<file path="src/shared/rfo_pkg.sv">
// shared constants and carrier types for the radio frame offset timing block
package rfo_pkg;

  // clock and chip rate; the chip enable is a fractional divider
  localparam int CLK_HZ = 100_000_000;
  localparam int CHIP_HZ = 3_840_000;
  localparam int RATE_GCD = 10_000;
  localparam int ACC_STEP = CHIP_HZ / RATE_GCD;
  localparam int ACC_MOD = CLK_HZ / RATE_GCD;
  localparam int ACC_W = 14;

  // frame geometry
  localparam int CHIPS_PER_FRAME = 38400;
  localparam int SLOTS_PER_FRAME = 15;
  localparam int SLOT_CHIPS = CHIPS_PER_FRAME / SLOTS_PER_FRAME;
  localparam int BURST_DIV = 10;
  localparam int BURST_CHIPS = SLOT_CHIPS / BURST_DIV;

  // offset grid
  localparam int GRID_SHIFT = 8;
  localparam int GRID_CHIPS = 1 << GRID_SHIFT;
  localparam int HALF_GRID = GRID_CHIPS / 2;

  localparam int CHIP_W = 16;
  localparam int FRAME_W = 8;
  localparam int SFN_W = 12;
  localparam int CELL_W = 3;
  localparam int DEV_W = CHIP_W + 1;

  typedef logic [CHIP_W-1:0] chip_t;
  typedef logic [FRAME_W-1:0] frame_t;
  typedef logic [SFN_W-1:0] sfn_t;
  typedef logic signed [DEV_W-1:0] dev_t;

  typedef enum logic [2:0] {
    BURST_RACH,
    BURST_SHARED,
    BURST_DEDICATED,
    BURST_ENH_DATA,
    BURST_ENH_RACH
  } burst_kind_e;

  typedef struct packed {
    frame_t frame_off;
    chip_t chip_off;
    logic fractional;
  } offset_req_s;

  typedef struct packed {
    burst_kind_e kind;
    chip_t expected;
    logic ta_request;
    logic report_ok;
  } burst_s;

  typedef struct packed {
    burst_kind_e kind;
    dev_t deviation;
    logic with_block;
  } report_s;

endpackage

</file>
<file path="src/hdl/radio_frame_timing.sv">
// base station frame timing: cell skew, dedicated offset, timing deviation
`timescale 1ns/1ns
`default_nettype none
module radio_frame_timing (
  input wire logic i_clk, // system clock, 100 MHz
  input wire logic i_rst, // async reset, high
  input wire logic i_align_pulse, // frame alignment pin, rising edge
  input wire rfo_pkg::frame_t i_align_sfn_low, // frame number low bits
  input wire logic [rfo_pkg::CELL_W-1:0] i_cell_index, // cell in site
  input wire logic i_req_valid, // dedicated offset request strobe
  input wire rfo_pkg::offset_req_s i_req, // requested offset
  input wire logic i_burst_valid, // uplink burst detected
  input wire rfo_pkg::burst_s i_burst, // burst description
  output logic o_chip_en, // one-cycle pulse per chip
  output rfo_pkg::sfn_t o_base_frame_number, // site frame number
  output logic o_cell_frame_start, // cell frame start pulse
  output rfo_pkg::sfn_t o_cell_frame_number, // cell frame number
  output rfo_pkg::chip_t o_cell_skew, // applied skew in chips
  output logic o_dch_active, // a dedicated offset is configured
  output logic o_dch_frame_start, // dedicated frame start pulse
  output rfo_pkg::frame_t o_dch_frame_number, // dedicated frame number
  output logic o_fractional_sel, // dedicated timing is fractional
  output rfo_pkg::chip_t o_dch_chip_offset, // applied chip offset
  output rfo_pkg::frame_t o_dch_frame_offset, // applied frame offset
  output logic o_report_valid, // deviation report strobe
  output rfo_pkg::report_s o_report, // deviation report
  output logic o_ta_valid, // timing advance response strobe
  output rfo_pkg::chip_t o_ta_value // timing advance in chips
);

  // ---------------- chip rate enable ----------------
  logic [rfo_pkg::ACC_W-1:0] acc;
  logic [rfo_pkg::ACC_W:0] acc_sum;
  logic acc_wrap;
  logic [rfo_pkg::ACC_W-1:0] next_acc;

  // exact average of 3.84 MHz; chips jitter by one clock, never bunch
  assign acc_sum = {1'b0, acc} + (rfo_pkg::ACC_W+1)'(rfo_pkg::ACC_STEP);
  assign acc_wrap = acc_sum >= (rfo_pkg::ACC_W+1)'(rfo_pkg::ACC_MOD);
  assign next_acc = acc_wrap
    ? rfo_pkg::ACC_W'(acc_sum - (rfo_pkg::ACC_W+1)'(rfo_pkg::ACC_MOD))
    : rfo_pkg::ACC_W'(acc_sum);

  always_ff @(posedge i_clk or posedge i_rst) begin
    if (i_rst) begin
      acc <= '0;
      o_chip_en <= 1'b0;
    end else begin
      acc <= next_acc;
      o_chip_en <= acc_wrap;
    end
  end

  // ---------------- alignment pin synchroniser ----------------
  logic sync_meta;
  logic sync_stable;
  logic sync_prev;
  logic align_rise;

  always_ff @(posedge i_clk or posedge i_rst) begin
    if (i_rst) begin
      sync_meta <= 1'b0;
      sync_stable <= 1'b0;
      sync_prev <= 1'b0;
    end else begin
      sync_meta <= i_align_pulse;
      sync_stable <= sync_meta;
      sync_prev <= sync_stable;
    end
  end

  assign align_rise = sync_stable && !sync_prev;

  // ---------------- site frame counter ----------------
  rfo_pkg::chip_t base_chip;
  rfo_pkg::sfn_t base_frame;
  logic base_last_chip;

  assign base_last_chip =
    base_chip == rfo_pkg::chip_t'(rfo_pkg::CHIPS_PER_FRAME - 1);

  // an alignment edge restarts the frame, so every cell's skew counts from one site boundary
  always_ff @(posedge i_clk or posedge i_rst) begin
    if (i_rst) begin
      base_chip <= '0;
      base_frame <= '0;
    end else if (align_rise) begin
      base_chip <= '0;
      base_frame[rfo_pkg::FRAME_W-1:0] <= i_align_sfn_low;
    end else if (o_chip_en) begin
      base_chip <= base_last_chip ? '0 : base_chip + 1'b1;
      if (base_last_chip) begin
        base_frame <= base_frame + 1'b1;
      end
    end
  end

  assign o_base_frame_number = base_frame;

  // ---------------- per-cell skew ----------------
  rfo_pkg::chip_t cell_skew;
  logic skew_borrow;
  rfo_pkg::chip_t cell_chip;
  rfo_pkg::sfn_t cell_frame;

  // one burst length per cell index keeps sync bursts disjoint
  assign cell_skew = rfo_pkg::chip_t'(i_cell_index)
    * rfo_pkg::chip_t'(rfo_pkg::BURST_CHIPS);
  assign skew_borrow = base_chip < cell_skew;
  assign cell_chip = skew_borrow
    ? rfo_pkg::chip_t'(base_chip
      + rfo_pkg::chip_t'(rfo_pkg::CHIPS_PER_FRAME) - cell_skew)
    : rfo_pkg::chip_t'(base_chip - cell_skew);
  assign cell_frame = base_frame - rfo_pkg::sfn_t'(skew_borrow);

  always_ff @(posedge i_clk or posedge i_rst) begin
    if (i_rst) begin
      o_cell_frame_start <= 1'b0;
      o_cell_frame_number <= '0;
      o_cell_skew <= '0;
    end else begin
      o_cell_frame_start <= o_chip_en && cell_chip == '0;
      o_cell_frame_number <= cell_frame;
      o_cell_skew <= cell_skew;
    end
  end

  // ---------------- dedicated channel offset ----------------
  logic q_valid;
  rfo_pkg::chip_t q_chip;
  rfo_pkg::frame_t q_frame;
  logic q_fractional;

  dch_offset_quantiser quantiser (
    .i_clk(i_clk),
    .i_rst(i_rst),
    .i_req_valid(i_req_valid),
    .i_req(i_req),
    .o_valid(q_valid),
    .o_chip(q_chip),
    .o_frame(q_frame),
    .o_fractional(q_fractional)
  );

  logic dch_hit;
  rfo_pkg::frame_t dch_number;

  // only the rounded offset is ever held, never the raw request
  always_ff @(posedge i_clk or posedge i_rst) begin
    if (i_rst) begin
      o_dch_active <= 1'b0;
      o_dch_chip_offset <= '0;
      o_dch_frame_offset <= '0;
      o_fractional_sel <= 1'b0;
    end else if (q_valid) begin
      o_dch_active <= 1'b1;
      o_dch_chip_offset <= q_chip;
      o_dch_frame_offset <= q_frame;
      o_fractional_sel <= q_fractional;
    end
  end

  assign dch_hit = o_dch_active && o_chip_en
    && cell_chip == o_dch_chip_offset;
  // frame counter wraps at 256, matching the offset arithmetic
  assign dch_number = cell_frame[rfo_pkg::FRAME_W-1:0]
    - o_dch_frame_offset;

  always_ff @(posedge i_clk or posedge i_rst) begin
    if (i_rst) begin
      o_dch_frame_start <= 1'b0;
      o_dch_frame_number <= '0;
    end else begin
      o_dch_frame_start <= dch_hit;
      if (dch_hit) begin
        o_dch_frame_number <= dch_number;
      end
    end
  end

  // ---------------- uplink timing deviation ----------------
  rfo_pkg::dev_t deviation;
  logic kind_with_block;
  logic kind_conditional;
  logic report_now;
  logic ta_now;
  rfo_pkg::chip_t ta_calc;

  assign deviation = rfo_pkg::dev_t'({1'b0, cell_chip})
    - rfo_pkg::dev_t'({1'b0, i_burst.expected});
  assign kind_with_block = i_burst.kind == rfo_pkg::BURST_RACH
    || i_burst.kind == rfo_pkg::BURST_SHARED;
  assign kind_conditional = i_burst.kind == rfo_pkg::BURST_DEDICATED
    || i_burst.kind == rfo_pkg::BURST_ENH_DATA
    || i_burst.kind == rfo_pkg::BURST_ENH_RACH;
  assign report_now = i_burst_valid
    && (kind_with_block
      || (kind_conditional && i_burst.report_ok));
  // plain random access relies on its guard period and never earns an advance; only enhanced random access can
  assign ta_now = i_burst_valid && i_burst.ta_request
    && i_burst.kind == rfo_pkg::BURST_ENH_RACH;
  // a late burst needs that much advance; an early one needs none
  assign ta_calc = deviation > 0
    ? rfo_pkg::chip_t'(deviation) : '0;

  always_ff @(posedge i_clk or posedge i_rst) begin
    if (i_rst) begin
      o_report_valid <= 1'b0;
      o_report <= '0;
      o_ta_valid <= 1'b0;
      o_ta_value <= '0;
    end else begin
      o_report_valid <= report_now;
      o_ta_valid <= ta_now;
      if (report_now) begin
        o_report.kind <= i_burst.kind;
        o_report.deviation <= deviation;
        o_report.with_block <= kind_with_block;
      end
      if (ta_now) begin
        o_ta_value <= ta_calc;
      end
    end
  end
endmodule // radio_frame_timing
`default_nettype wire

</file>
<file path="src/hdl/dch_offset_quantiser.sv">
// rounds a requested frame plus chip offset onto the 256-chip grid
`timescale 1ns/1ns
`default_nettype none
module dch_offset_quantiser (
  input wire logic i_clk, // system clock
  input wire logic i_rst, // async reset, high
  input wire logic i_req_valid, // offset request strobe
  input wire rfo_pkg::offset_req_s i_req, // requested offset
  output logic o_valid, // quantised result strobe
  output rfo_pkg::chip_t o_chip, // quantised chip part
  output rfo_pkg::frame_t o_frame, // frame part after carry
  output logic o_fractional // request was for fractional channel
);

  logic [rfo_pkg::CHIP_W:0] half_sum;
  logic [rfo_pkg::CHIP_W:0] rounded;
  logic wrap;
  rfo_pkg::chip_t next_chip;
  rfo_pkg::frame_t next_frame;

  // adding half a grid then truncating rounds a tie upward
  assign half_sum = {1'b0, i_req.chip_off}
    + (rfo_pkg::CHIP_W+1)'(rfo_pkg::HALF_GRID);
  assign rounded = {half_sum[rfo_pkg::CHIP_W:rfo_pkg::GRID_SHIFT],
    rfo_pkg::GRID_SHIFT'(0)};
  assign wrap = rounded >= (rfo_pkg::CHIP_W+1)'(rfo_pkg::CHIPS_PER_FRAME);
  // a frame is a whole number of grid steps, so the wrap stays on grid
  assign next_chip = wrap
    ? rfo_pkg::CHIP_W'(rounded
      - (rfo_pkg::CHIP_W+1)'(rfo_pkg::CHIPS_PER_FRAME))
    : rfo_pkg::CHIP_W'(rounded);
  assign next_frame = i_req.frame_off + rfo_pkg::frame_t'(wrap);

  always_ff @(posedge i_clk or posedge i_rst) begin
    if (i_rst) begin
      o_valid <= 1'b0;
      o_chip <= '0;
      o_frame <= '0;
      o_fractional <= 1'b0;
    end else begin
      o_valid <= i_req_valid;
      if (i_req_valid) begin
        o_chip <= next_chip;
        o_frame <= next_frame;
        o_fractional <= i_req.fractional;
      end
    end
  end
endmodule // dch_offset_quantiser
`default_nettype wire

</file>
<file path="config.mk">
export PLATFORM = sky130hd
export DESIGN_NAME = radio_frame_timing
export DESIGN_NICKNAME = d
export VERILOG_FILES = /design/src/shared/rfo_pkg.sv /design/src/hdl/radio_frame_timing.sv /design/src/hdl/dch_offset_quantiser.sv
export SDC_FILE = /design/constraint.sdc
export NUM_CORES = 1
export LEC_CHECK = 0
export BUFFER_PORTS_ARGS = -buffer_cell sky130_fd_sc_hd__buf_4
export CAP_MARGIN = 20
export CORE_MARGIN = 2
export CORE_UTILIZATION = 28
export DETAILED_ROUTE_END_ITERATION = 10
export PLACE_DENSITY = 0.5
export SYNTH_ARGS = -nofsm -noshare
export SYNTH_HDL_FRONTEND = slang
export SYNTH_SLANG_ARGS = --single-unit
</file>
<file path="constraint.sdc">
create_clock -name i_clk -period 7.4 [get_ports i_clk]
set_clock_uncertainty 0.05 [all_clocks]
set_input_delay 0.37 -clock i_clk [delete_from_list [all_inputs] [get_ports i_clk]]
set_output_delay 0.37 -clock i_clk [all_outputs]
set_load 0.02 [all_outputs]
</file>
# ---- After elaboration in Yosys (flattened, before gate mapping)
# Index checks and enable logic that the tools add are counted.
# Widths: inputs -> output; s select.
dict set report op_classes {
  n_mux 10
  n_addsub 13
  eq_ne 6
  magnitude_cmp 4
  n_reduce_logical 19
  bitwise 1
}
# cell n
set ops {}
lappend ops {{$mux 16} 6}
lappend ops {{$sub 16x11->16} 2}
lappend ops {{$mux 8} 3}
lappend ops {{$add 16x8->17 const B} 1}
lappend ops {{$ge 17x16->1 const B} 1}
lappend ops {{$gt 17x1->1 const B} 1}
lappend ops {{$sub 16x16->17} 1}
lappend ops {{$add 16x1->16 const B} 1}
lappend ops {{$add 16x16->16 const B} 1}
lappend ops {{$eq 16x16->1} 1}
lappend ops {{$eq 16x16->1 const B} 1}
lappend ops {{$logic_not 16->1} 1}
lappend ops {{$lt 16x11->1} 1}
lappend ops {{$sub 16x16->16 const B} 1}
lappend ops {{$add 14x9->15 const B} 1}
lappend ops {{$ge 15x14->1 const B} 1}
lappend ops {{$mux 14} 1}
lappend ops {{$sub 14x14->14 const B} 1}
lappend ops {{$add 12x1->12 const B} 1}
lappend ops {{$sub 12x1->12} 1}
lappend ops {{$add 8x1->8} 1}
lappend ops {{$logic_and 1x1->1} 8}
lappend ops {{$sub 8x8->8} 1}
lappend ops {{$eq 3x2->1 const B} 2}
lappend ops {{9 further kinds} 13}
dict set report word_totals {
  output_inout_bits 116
  register_bits 162
  wordCells 80
  in_bits 62
}

# ---- Depth between registers and ports, before layout
# Gate-level depths: netlist of the first run.
dict set report depth {
  ltp_word 6
  depth_mapped 21
}

# ---- Modules after synthesis
# From an unflattened synthesis of the first run, not the netlist that was laid out.
dict set report unflattened {
  hier_cells 1066
  area_unflattened_um2 9788.1
}
# mod n_inst area_each_um2 cells_per_inst
set modules_own_cells {}
lappend modules_own_cells {radio_frame_timing 1 8560.7 929}
lappend modules_own_cells {dch_offset_quantiser 1 1227.4 137}

# ---- Least setup slack after synthesis of the first run
# OpenSTA, ideal clock, no wires.
dict set report synth_path {
  path_type {register to register}
  start {register base_chip[8]}
  end {register o_ta_value[11]}
  stages_incl_launch_ff 21
  synth_period_minus_slack_ns 4.388
  arrival_ns 4.200
  path_slack_ns 3.012
  path_cell_list {dfrtp_1 inv_1 ha_1 inv_1 fa_1 a211oi_4 a31oi_4 inv_4 buf_4 clkbuf_1 o21ai_0 ha_1 a21oi_1 o21ai_0 a21o_1 a21oi_1 o31ai_1 o31ai_1 o21a_1 clkbuf_1 o21ai_0}
}
dict set report synth_between {
  elab_chain_cells 6
  elab_cells_between_ends 8
  classes_between {add/sub: 4; order compare: 2; mux: 2}
}
# item line_no
set synth_lines {}
lappend synth_lines {{from (decl)} radio_frame_timing.sv:75} ;# rfo_pkg::chip_t base_chip;
lappend synth_lines {{from (signal assigned)} radio_frame_timing.sv:91} ;# base_chip <= base_last_chip ? '0 : base_chip + 1'b1;
lappend synth_lines {{$add 16x16->16} radio_frame_timing.sv:112} ;# + rfo_pkg::chip_t'(rfo_pkg::CHIPS_PER_FRAME) - cell_skew)
lappend synth_lines {{$sub 16x11->16} radio_frame_timing.sv:112}
lappend synth_lines {{$mux 16 *} radio_frame_timing.sv:111} ;# ? rfo_pkg::chip_t'(base_chip
lappend synth_lines {{$sub 16x16->17 *} radio_frame_timing.sv:190} ;# - rfo_pkg::dev_t'({1'b0, i_burst.expected});
lappend synth_lines {{$gt 17x1->1} radio_frame_timing.sv:203} ;# assign ta_calc = deviation > 0
lappend synth_lines {{$mux 16 *} radio_frame_timing.sv:204} ;# ? rfo_pkg::chip_t'(deviation) : '0;
lappend synth_lines {{to (signal assigned)} radio_frame_timing.sv:221} ;# o_ta_value <= ta_calc;
lappend synth_lines {{to (decl)} radio_frame_timing.sv:28} ;# output rfo_pkg::chip_t o_ta_value
# Every way passes the cells marked *; elsewhere a longest branch is shown, timed or not.
# A chain may end at the register's enable or synchronous reset.

# ---- Final worst setup path of the first run
dict set report layout_path {
  start {register base_chip[9]}
  end {register o_ta_value[11]}
}
# The elaborated chain is that of the path after synthesis.

==> implementation parameters, run 1 <==
Parameter                              Value

Cells and area
  Non-filler cells in the finished layout    1615
  N_diodes    0
  Fraction of layout instances using a drive strength above 1    20.0%
  Fin nets    1295
  Filler Cells Inserted    3380
  Core Util, Final    34.9%
  Area of the multi-input gates    5250 sq um
  Combined flip-flop and latch cell area    3550 sq um
  Area growth from synthesis to layout    22.3%

CTS
  CTS Sinks    142
  Post-CTS Setup Repair Bufs    0
  Clock slew at reported path FFs    0.07 ns
  Count of instances resized after the clock tree is built    0
  TritonCTS clock tree    built
  Clock tree root driver cell    clkbuf_16
  Worst-Skew Late Latency    0.43 ns
  Maximum count of clock buffers along a single path    2
  Number of H-tree levels    4
  Number of buffers created by CTS    17

Power
  PD cells    213 nW/um^2
  Power, Total    2.43 mW
  Leakage    5.33 nW
  Worst VDD drop    0.000148 V

Outcome
  Violated checks    negative hold slack
  Run status    complete, but fails checks

Timing
  Smallest hold slack    -0.0201 ns
  Clock period minus final worst setup slack    5.00 ns
  Unrepaired setup endpoints after global routing    false
  Post-route clock period utilization    67.6%
  Measured slew at the worst slew-check pin    0.899 ns
  Post-Route Setup TNS    0 ns
  Final worst setup slack    2.40 ns
  Total count of hold-check failures in the final report    14
  Final setup violating endpoints    0
  Final Max Slew Viols    0
  Headroom to the max-slew limit    39.9%
  Highest clock rate    200 MHz

Synth
  Number of warning messages in the yosys log    0
  Gate count after technology mapping    1025
  Async set-or-reset flop fraction in the synthesized netlist    100%
  Leading register cell type out of synthesis    dfrtp_1
  Post-synth top area cell    dfrtp_1
  Fraction of post-synthesis cell area in the top cell type by area    38.2%
  Fraction of the yosys area taken by sequential cells    38.2%
  Count of cell types in the netlist    70
  Number of enable-type register cells in the synthesized netlist    0
  Area of the mapped netlist    9310 sq um
  Yosys reg bits    142
  Syn Area/Cell    9.08 sq um
  Top cells by area in the synthesized netlist    dfrtp_1, ha_1, xnor2_1

Critical path
  Crit path top cell by count    ha_1
  Largest driver fanout on the critical path    13
  Critical path class    flop to flop
  Crit path buffers/inverters    2
  Arrival time at the worst endpoint    5.24 ns
  Number of cells on the critical path    17
  Highest-delay cell along the critical path    o21a_1
  Count of cells along the worst register-to-register path    17
  Register-to-register setup slack    2.40 ns
  Cell Chain, Critical Path    ha_1 > inv_1 > ha_1 > a21oi_1 > o21ai_0 > or2_2 > o211ai_1 > mux2i_1 > ha_1 > inv_1 > nor2_1 > a21o_1 > a21oi_1 > o31ai_1 > o31ai_1 > o21a_1 > o21ai_0
  Kind of cell adding the most delay to the critical path    compound AO/OA/AOI/OAI gates
  Crit end category    flop
  Critical Path Source Type    flop
  Delay of the slowest critical-path stage    0.51 ns
  Worst endpoint required time    7.64 ns

Floorplan
  Die Y-Extent    186 microns
  Num ports    178
  Starting density of the core    28.5%
  Area inside the core boundary    32600 sq um
  Die width    186 microns
  Placement Rows    66
  Die Footprint    34700 sq um

Detailed routing
  Avg WL per Cell    14.7 microns
  Via/cell ratio    4.68
  ANT nets after route    0
  Pre-Repair DR Iteration Count    4
  Vias    7552
  Iter 0 DRT Violations    312
  Final wirelength    23.7 mm
  # DRC    0

Placement
  Count of input and output buffers    149
  Post-placement setup slack    2.40 ns
  Dpl hpwl    18.0 mm
  Placed Cells incl. Taps    1582
  RD Place Congestion    0.827

Job
  Reported max-cap violation count    0

Global route
  Pin count of the biggest net entering global routing    77
  Initial antenna violation count    0
  Number of global-route vias before repair    7486
  Remaining global-route overflow    0
  Global-route total usage across every layer    13.9%
  Wire length of the first global-routing pass    39.3 mm

Worst hold path
  Class of the worst hold path    primary input to asynchronous set/reset pin
-- synth_stat cells, types with 4 or more instances --
cell type and number:
nor3_1 15, clkbuf_1 33, dfrtp_1 142, nor2_1 83, nand2b_1 13, xnor2_1 56, nand4_1 10, a21oi_1 44
o211ai_1 9, ha_1 69, mux2i_1 6, a31oi_1 7, o31ai_1 16, nor2b_1 13, nand3_1 36, o2111ai_1 6
o21ai_0 65, mux2_2 30, nand3b_1 4, nor4_1 9, nand2_1 106, buf_4 22, inv_1 70, a211oi_1 4
xor2_1 43, or3_1 9, a41oi_1 4, a21o_1 15, a31o_2 4, nor3b_1 4, and3_1 10, or2_2 8
and2_1 9
-- placed cells by master, fill, tap and decap left out, types with 4 or more instances in the layout --
| cell type | Yosys | final |
|---|---|---|
| mux2_2 | 30 | 30 |
| and2_1 | 9 | 9 |
| nand3_1 | 36 | 36 |
| o21ai_0 | 65 | 65 |
| or3_1 | 9 | 9 |
| xnor2_1 | 56 | 56 |
| nor2_1 | 83 | 83 |
| ha_1 | 69 | 69 |
| a211oi_1 | 4 | 4 |
| a41oi_1 | 4 | 4 |
| nor3_1 | 15 | 15 |
| dfrtp_1 | 142 | 142 |
| nand4_1 | 10 | 10 |
| xor2_1 | 43 | 43 |
| nand2_1 | 106 | 106 |
| or2_2 | 8 | 8 |
| clkbuf_16 | 0 | 17 |
| and3_1 | 10 | 10 |
| o211ai_1 | 9 | 9 |
| nand2b_1 | 13 | 13 |
| o31ai_1 | 16 | 16 |
| a31o_2 | 4 | 4 |
| a31oi_1 | 7 | 7 |
| nand3b_1 | 4 | 4 |
| clkinvlp_4 | 0 | 4 |
| o2111ai_1 | 6 | 6 |
| mux2i_1 | 6 | 6 |
| a21oi_1 | 44 | 44 |
| nor2b_1 | 13 | 13 |
| a21o_1 | 15 | 15 |
| nor3b_1 | 4 | 4 |
| buf_4 | 22 | 154 |
| conb_1 | 1 | 21 |
| nor4_1 | 9 | 9 |
| inv_6 | 0 | 4 |
| inv_1 | 70 | 69 |
-- layer usage --
layer	GRT usage [%]	vias to the layer above	wire length, microns
met2	21.0	178	10300
met4	3.60	0	278
met1	19.1	3580	11500
met5	0	-	0
met3	4.34	17	1670
li1	-	3777	-
-- path summary, 6_finish.rpt --
kind,to,startpoint
min in group i_clk,o_cell_skew[8],i_cell_index[0]
max in group asynchronous,o_dch_frame_number[7],i_rst
worst min-delay path,o_report[2],i_rst
worst min register to register,sync_stable,sync_meta
worst max register to register,o_ta_value[11],base_chip[9]
worst max-delay path,o_ta_value[11],base_chip[9]
-- through the flow --
stage / hold slack (ns) / cell area, sq um
floorplan: 0.281 / 9390
detailed placement: 0.304 / 10800
global placement: 0.301 / 10800
global route: 0.0201 / 11400
finish: -0.0201 / 11400
CTS: 0.00500 / 11400
-- timing repair --
item | CTS | global route
hold buffers | 1 | 0
endpoints found under the setup margin | 0 | 0
endpoints found under the hold margin | 1 | 0
-- registers in the layout, indices dropped and copies added, names as in the netlist, 3 cells and up --
| register | flops |
|---|---|
| acc | 10 |
| base_chip | 16 |
| o_base_frame_number | 12 |
| o_cell_frame_number | 12 |
| o_cell_skew | 3 |
| o_dch_chip_offset | 8 |
| o_dch_frame_number | 8 |
| o_dch_frame_offset | 8 |
| o_report | 21 |
| o_ta_value | 16 |
| quantiser.o_chip | 8 |
| quantiser.o_frame | 8 |
-- final cells by class --
class                           instances  share of cell area [%]
Timing Repair Buffer                  156                    10.5
Inverter                               72                    2.44
Clock inverter                         11                   0.956
Multi-Input combinational cell        772                    46.1
Clock buffer                           20                    4.01
Tap cell                              442                    4.86
Sequential cell                       142                    31.2
-- cell families after synthesis --
logic type / synth area share, %
simple gates: 17.4
compound gates: 14.4
other cells: 0.0403
mux: 4.43
buf+inv: 6.29
xor+xnor: 9.31
flops: 38.2
fa+ha+maj: 9.92
-- power by group --
| part | internal (mW) | switching [mW] | total [mW] |
|---|---|---|---|
| clock network | 0.482 | 0.361 | 0.843 |
| registers | 0.868 | 0.0721 | 0.940 |
| logic | 0.282 | 0.362 | 0.644 |
Note: power is estimated with default switching activity, not from simulation.
==> run 2, diff against run 1 <==
PLACE_DENSITY = 0.52   (was 0.5)
clock period = 4.2 ns   (was 7.4 ns; I/O delays follow)
==> run 2 against run 1 <==
  * The run now ends clean
  * Non-clock buffer count is 73 higher
  * Sequential power increased by 77%
  * Global-route usage grew 0.30 points
  * Cell count rose by 4.5%
  * First-iteration DRC count is 13% higher
  * Routed wire length increased by 3.3%
  * Clock power is 79% higher
  * Flip-flop and latch count is the same
  * Via count rose by 2.1%
  * Power is 81% higher
  * Critical path depth rose by 2
  * Worst setup slack got worse by 2.2 ns
  * Largest power group unchanged
==> implementation parameters, run 2 (synthesis gave the netlist of run 1 again) <==
Parameter                              Value

Outcome
  Run status    finished clean (was complete, but fails checks)

Global route
  Number of global-route vias before repair    7562 (was 7486)
  Initial antenna violation count    0 (unchanged)
  Remaining global-route overflow    0 (unchanged)
  Pin count of the biggest net entering global routing    88 (was 77)
  Wire length of the first global-routing pass    40.0 mm (was 39.3 mm)
  Global-route total usage across every layer    14.2% (was 13.9%)

CTS
  CTS Sinks    142 (unchanged)
  TritonCTS clock tree    built (unchanged)
  Number of H-tree levels    4 (unchanged)
  Clock slew at reported path FFs    0.06 ns (was 0.07 ns)
  Worst-Skew Late Latency    0.43 ns (about the same)
  Clock tree root driver cell    clkbuf_16 (unchanged)
  Number of buffers created by CTS    17 (unchanged)
  Maximum count of clock buffers along a single path    2 (unchanged)

Cells and area
  Area growth from synthesis to layout    29.9% (was 22.3%)
  Core Util, Final    37.1% (was 34.9%)
  Fraction of layout instances using a drive strength above 1    25.0% (was 20.0%)
  Register ranked first by flip-flop count    o_report (unchanged)
  Filler Cells Inserted    3374 (was 3380)
  Flip-flop count of the largest register after layout    21 (unchanged)
  Fin nets    1368 (was 1295)
  N_diodes    0 (unchanged)
  Leading cell type in the layout, fill and taps excluded    buf_4 (unchanged)
  Area of the multi-input gates    5340 sq um (was 5250 sq um)
  Combined flip-flop and latch cell area    3550 sq um (about the same)
  Most frequent cells in the layout    buf_4, dfrtp_1, nand2_1 (unchanged)
  Largest regs    o_report: 21 flops, base_chip: 16 flops, o_ta_value: 16 flops (unchanged)

Timing
  Post-route clock period utilization    95.0%
  Post-Route Setup TNS    0 ns (unchanged)
  Clock period minus final worst setup slack    3.99 ns
  Measured slew at the worst slew-check pin    0.925 ns (was 0.899 ns)
  Headroom to the max-slew limit    38.2% (was 39.9%)
  Final Max Slew Viols    0 (unchanged)
  Highest clock rate    251 MHz
  Final setup violating endpoints    0 (unchanged)
  Total count of hold-check failures in the final report    0 (was 14)

Floorplan
  Num ports    178 (unchanged)
  Area inside the core boundary    32600 sq um (unchanged)
  Die width    186 microns (unchanged)
  Die Y-Extent    186 microns (unchanged)
  Placement Rows    66 (unchanged)
  Starting density of the core    28.5% (unchanged)
  Die Footprint    34700 sq um (unchanged)

Detailed routing
  Pre-Repair DR Iteration Count    4 (unchanged)
  Avg WL per Cell    14.5 microns (was 14.7 microns)
  Via/cell ratio    4.57 (was 4.68)
  Vias    7711 (was 7552)
  ANT nets after route    0 (unchanged)
  Iter 0 DRT Violations    353 (was 312)
  Final wirelength    24.5 mm (was 23.7 mm)
  # DRC    0 (unchanged)

Placement
  RD Place Congestion    0.820 (was 0.827)
  Count of input and output buffers    149 (unchanged)
  Dpl hpwl    18.7 mm (was 18.0 mm)

Critical path
  Crit end category    flop (unchanged)
  Largest driver fanout on the critical path    8 (was 13)
  Critical Path Source Type    primary input (was flop)
  Arrival time at the worst endpoint    4.25 ns (was 5.24 ns)
  Critical path class    primary input to flop (was flop to flop)
  Count of cells along the worst register-to-register path    18 (was 17)
  Worst endpoint required time    4.46 ns (was 7.64 ns)

Worst hold path
  Class of the worst hold path    primary input to flop (was primary input to asynchronous set/reset pin)
  Hold-critical path depth    1

Power
  Worst VDD drop    0.000264 V (was 0.000148 V)
  Leakage    5.68 nW (was 5.33 nW)
  PD cells    362 nW/um^2 (was 213 nW/um^2)

Job
  Reported max-cap violation count    0 (unchanged)
==> run 2: path summary, 6_finish.rpt <==
kind                            slack, ns                 to            start
max in group asynchronous            2.73     o_ta_value[13]            i_rst
worst min register to register       0.30        sync_stable        sync_meta
worst max register to register       0.22       o_report[14]     base_chip[8]
worst min-delay path                 0.03  quantiser.o_valid      i_req_valid
min in group asynchronous            0.44        o_report[1]            i_rst
worst max-delay path                 0.21       o_report[14]  i_cell_index[0]
==> run 2: worst max-delay path, cell delays in order <==
cell and delay (ns):
dlygate4sd3_1 0.53, buf_4 0.13, ha_1 0.17, inv_1 0.06
fa_2 0.37, a211oi_4 0.27, a31oi_4 0.19, inv_4 0.14
buf_4 0.16, nand3_1 0.06, o21ai_0 0.10, ha_1 0.31
a21o_1 0.21, o21ai_1 0.15, a21oi_1 0.08, or2_2 0.32
a221o_1 0.35, xor2_1 0.16, mux2_2 0.26
==> run 2: through the flow <==
step / hold slack (ns) / total power [mW] / instance area (sq um) / worst slack (ns) / instances
finish: 0.0340 / 4.38 / 12100 / 0.209 / 1687
global route: 0.0234 / 4.64 / 12100 / -0.00837 / 1687
CTS: 0.00555 / 4.43 / 12000 / 0.0215 / 1683
detailed placement: 0.274 / 2.88 / 11200 / 0.0240 / 1635
global placement: 0.274 / 2.86 / 11200 / 0.0498 / 1635
floorplan: 0.191 / 2.40 / 9400 / -0.00467 / 1045
==> run 2: timing repair <==
action	in CTS	in global routing
pin swaps	0	6
setup endpoints to repair	1	29
hold endpoints to repair	102	0
gates resized for setup	1	28
hold buffers	18	0
buffers inserted	0	4
==> run 2: power breakdown <==
part	internal (mW)	switching, mW
clock	0.901	0.608
combinational	0.561	0.653
sequential	1.53	0.131
total	2.99	1.39
==> run 2: routing by layer <==
layer / up-vias / track usage, % / share of wire, %
met5: - / 0 / 0
met4: 0 / 3.35 / 0.80
met3: 10 / 4.19 / 6.0
met2: 154 / 21.9 / 44
met1: 3625 / 19.4 / 49
li1: 3922 / - / -
==> run 2: final cells by class <==
type | instances | area share, %
clock buffers | 21 | 3.81
clock inverters | 9 | 0.931
inverters | 72 | 2.30
multi-input cells | 772 | 44.2
flip-flops and latches | 142 | 29.4
well taps | 442 | 4.57
repair buffers | 229 | 14.9
==> run 3, diff against run 2 <==
CORE_UTILIZATION = 45   (was 28)
CTS_BUF_LIST = sky130_fd_sc_hd__clkbuf_4 sky130_fd_sc_hd__clkbuf_8   (was not set)
PLACE_DENSITY = 0.74   (was 0.52)
==> run 3 against run 2 <==
  * Clock-buffer cell count down 4
  * Clock power down 28%
  * Worst setup slack worse by 0.046 ns
  * Die area down 37%
  * Register-to-register slack worse by 0.06 ns
  * Global-route usage up 6.4 points
  * Sequential share of layout area up 1.1 points
  * Maximum frequency down 1.1%
  * Critical path depth down 2
  * Largest power group unchanged
==> implementation parameters, run 3 (synthesis gave the netlist of run 1 again) <==
Parameter                              Value

Critical path
  Crit path buffers/inverters    4 (was 5)
  Kind of cell adding the most delay to the critical path    compound AO/OA/AOI/OAI gates (unchanged)
  Worst endpoint required time    4.51 ns (was 4.46 ns)
  Critical path class    flop to flop (was primary input to flop)
  Highest-delay cell along the critical path    dfrtp_1 (was dlygate4sd3_1)
  Critical Path Source Type    flop (was primary input)
  Crit end category    flop (unchanged)
  Delay of the slowest critical-path stage    0.38 ns (was 0.53 ns)
  Cell Chain, Critical Path    inv_1 > ha_1 > inv_1 > fa_2 > a211oi_4 > a31oi_4 > buf_4 > clkinv_2 > o21ai_0 > ha_1 > a21o_1 > nor3_1 > a21oi_1 > or2_2 > a221o_1 > xor2_1 > mux2_2 (was dlygate4sd3_1 > buf_4 > ha_1 > inv_1 > fa_2 > a211oi_4 > a31oi_4 > inv_4 > buf_4 > nand3_1 > o21ai_0 > ha_1 > a21o_1 > o21ai_1 > a21oi_1 > or2_2 > a221o_1 > xor2_1 > mux2_2)
  Largest driver fanout on the critical path    7 (was 8)
  Arrival time at the worst endpoint    4.35 ns (was 4.25 ns)

Outcome
  Run status    finished clean (unchanged)

Global route
  Initial antenna violation count    0 (unchanged)
  Wire length of the first global-routing pass    36.5 mm (was 40.0 mm)
  Remaining global-route overflow    0 (unchanged)
  Pin count of the biggest net entering global routing    98 (was 88)
  Global-route total usage across every layer    20.6% (was 14.2%)
  Number of global-route vias before repair    7622 (was 7562)

Detailed routing
  Avg WL per Cell    15.0 microns (was 14.5 microns)
  Final wirelength    22.7 mm (was 24.5 mm)
  Pre-Repair DR Iteration Count    5 (was 4)
  Via/cell ratio    5.26 (was 4.57)
  # DRC    0 (unchanged)
  Vias    7935 (was 7711)
  Iter 0 DRT Violations    343 (was 353)
  ANT nets after route    0 (unchanged)

Floorplan
  Placement Rows    52 (was 66)
  Num ports    178 (unchanged)
  Die Footprint    21900 sq um (was 34700 sq um)
  Die Y-Extent    148 microns (was 186 microns)
  Die width    148 microns (was 186 microns)
  Area inside the core boundary    20300 sq um (was 32600 sq um)
  Starting density of the core    45.9% (was 28.5%)

Timing
  Total count of hold-check failures in the final report    0 (unchanged)
  Final Max Slew Viols    0 (unchanged)
  Final worst setup slack    0.163 ns (was 0.209 ns)
  Final setup violating endpoints    0 (unchanged)
  Smallest hold slack    0.0349 ns (was 0.0340 ns)
  Headroom to the max-slew limit    39.7% (was 38.2%)
  Highest clock rate    248 MHz (was 251 MHz)
  Clock period minus final worst setup slack    4.04 ns (was 3.99 ns)
  Post-Route Setup TNS    0 ns (unchanged)
  Post-route clock period utilization    96.1% (was 95.0%)
  Measured slew at the worst slew-check pin    0.882 ns (was 0.925 ns)

Cells and area
  Non-filler cells in the finished layout    1508 (was 1687)
  Fraction of layout instances using a drive strength above 1    24.1% (was 25.0%)
  Fin nets    1359 (was 1368)
  Most frequent cells in the layout    buf_4, dfrtp_1, nand2_1 (unchanged)
  N_diodes    0 (unchanged)
  Filler Cells Inserted    1798 (was 3374)
  Area of the multi-input gates    5370 sq um (was 5340 sq um)
  Post-route cell area    11700 sq um (was 12100 sq um)
  Largest regs    o_report: 21 flops, base_chip: 16 flops, o_ta_value: 16 flops (unchanged)
  Area growth from synthesis to layout    25.3% (was 29.9%)
  Leading cell type in the layout, fill and taps excluded    buf_4 (unchanged)
  Flip-flop count of the largest register after layout    21 (unchanged)
  Combined flip-flop and latch cell area    3550 sq um (unchanged)
  Register ranked first by flip-flop count    o_report (unchanged)

Power
  PD cells    338 nW/um^2 (was 362 nW/um^2)
  Leakage    5.56 nW (was 5.68 nW)
  Worst VDD drop    0.000269 V (was 0.000264 V)

Worst hold path
  Class of the worst hold path    primary input to flop (unchanged)

CTS
  Number of buffers created by CTS    17 (unchanged)
  CTS Sinks    142 (unchanged)
  Maximum count of clock buffers along a single path    2 (unchanged)
  Number of H-tree levels    4 (unchanged)
  Clock slew at reported path FFs    0.09 ns (was 0.06 ns)
  Clock tree root driver cell    clkbuf_8 (was clkbuf_16)
  Worst-Skew Late Latency    0.47 ns (was 0.43 ns)
  TritonCTS clock tree    built (unchanged)

Placement
  Instance area at placement    10900 sq um (was 11200 sq um)
  RD Place Congestion    0.895 (was 0.820)
  Count of input and output buffers    149 (unchanged)
  Dpl hpwl    16.7 mm (was 18.7 mm)
  Placed Cells incl. Taps    1443 (was 1635)
  Post-placement setup slack    -0.000198 ns (was 0.0240 ns)

Job
  Reported max-cap violation count    0 (unchanged)
## run 3: cell types whose count changed in the layout (fill, tap and decap cells not counted), sizes merged, moves of 2 or more
cell and delta:
clkinvlp -2, clkinv +3, dlygate4sd3 +7, clkbuf -4
buf -17, inv +7
## run 3: worst paths after layout
path / start / depth (start not counted) / end / slack [ns]
setup / recovery: base_chip[8] / 17 / o_report[14] / 0.16
hold / removal: i_burst[0] / 3 / o_report[0] / 0.03
setup reg to reg: base_chip[8] / 17 / o_report[14] / 0.16
hold reg to reg: sync_meta / 0 / sync_stable / 0.30
max in group asynchronous: i_rst / 4 / o_ta_value[14] / 2.74
min in group asynchronous: i_rst / 3 / o_report[1] / 0.39
## run 3: cell type report
class | instances | share of cell area [%]
Multi-Input combinational cell | 772 | 46.0
Sequential cell | 142 | 30.5
Timing Repair Buffer | 219 | 14.9
Tap cell | 270 | 2.90
Inverter | 72 | 2.40
Clock buffer | 17 | 2.01
Clock inverter | 15 | 1.27
Timing Repair inverter | 1 | 0.0429
## run 3: per-stage QoR
step                      total power, mW  util, %
final                                3.94     57.5
after global placement               2.81     53.5
after detailed placement             2.83     53.5
after floorplan                      2.40        -
after global routing                 4.16     57.5
after CTS                            3.95     56.7
## run 3: tightest hold or removal path, cell delays in order
cell and delay, ns:
buf_4 0.12, nand3_1 0.06, a22o_1 0.13
## run 3: per-layer routing
| layer | share of wire (%) | GRT usage [%] | vias up |
|---|---|---|---|
| met3 | 6.7 | 5.37 | 41 |
| li1 | - | - | 3889 |
| met2 | 46 | 33.0 | 245 |
| met5 | 0 | 0 | - |
| met4 | 2.3 | 7.29 | 0 |
| met1 | 45 | 27.0 | 3760 |
## run 3: timing repair
| item | in CTS | in global routing |
|---|---|---|
| setup buffers | 2 | 5 |
| endpoints found under the hold margin | 119 | 0 |
| gates resized for setup | 0 | 28 |
| setup endpoints to repair | 6 | 28 |
| cloned | 0 | 1 |
| pin swaps | 3 | 6 |
| hold buffers | 25 | 0 |
## run 3: report_power, final
part / leakage, nW / total [mW] / internal (mW) / switching [mW]
clock network: 0.192 / 1.09 / 0.486 / 0.608
registers: 1.78 / 1.66 / 1.53 / 0.129
logic: 3.59 / 1.19 / 0.546 / 0.646
total: 5.56 / 3.94 / 2.56 / 1.38
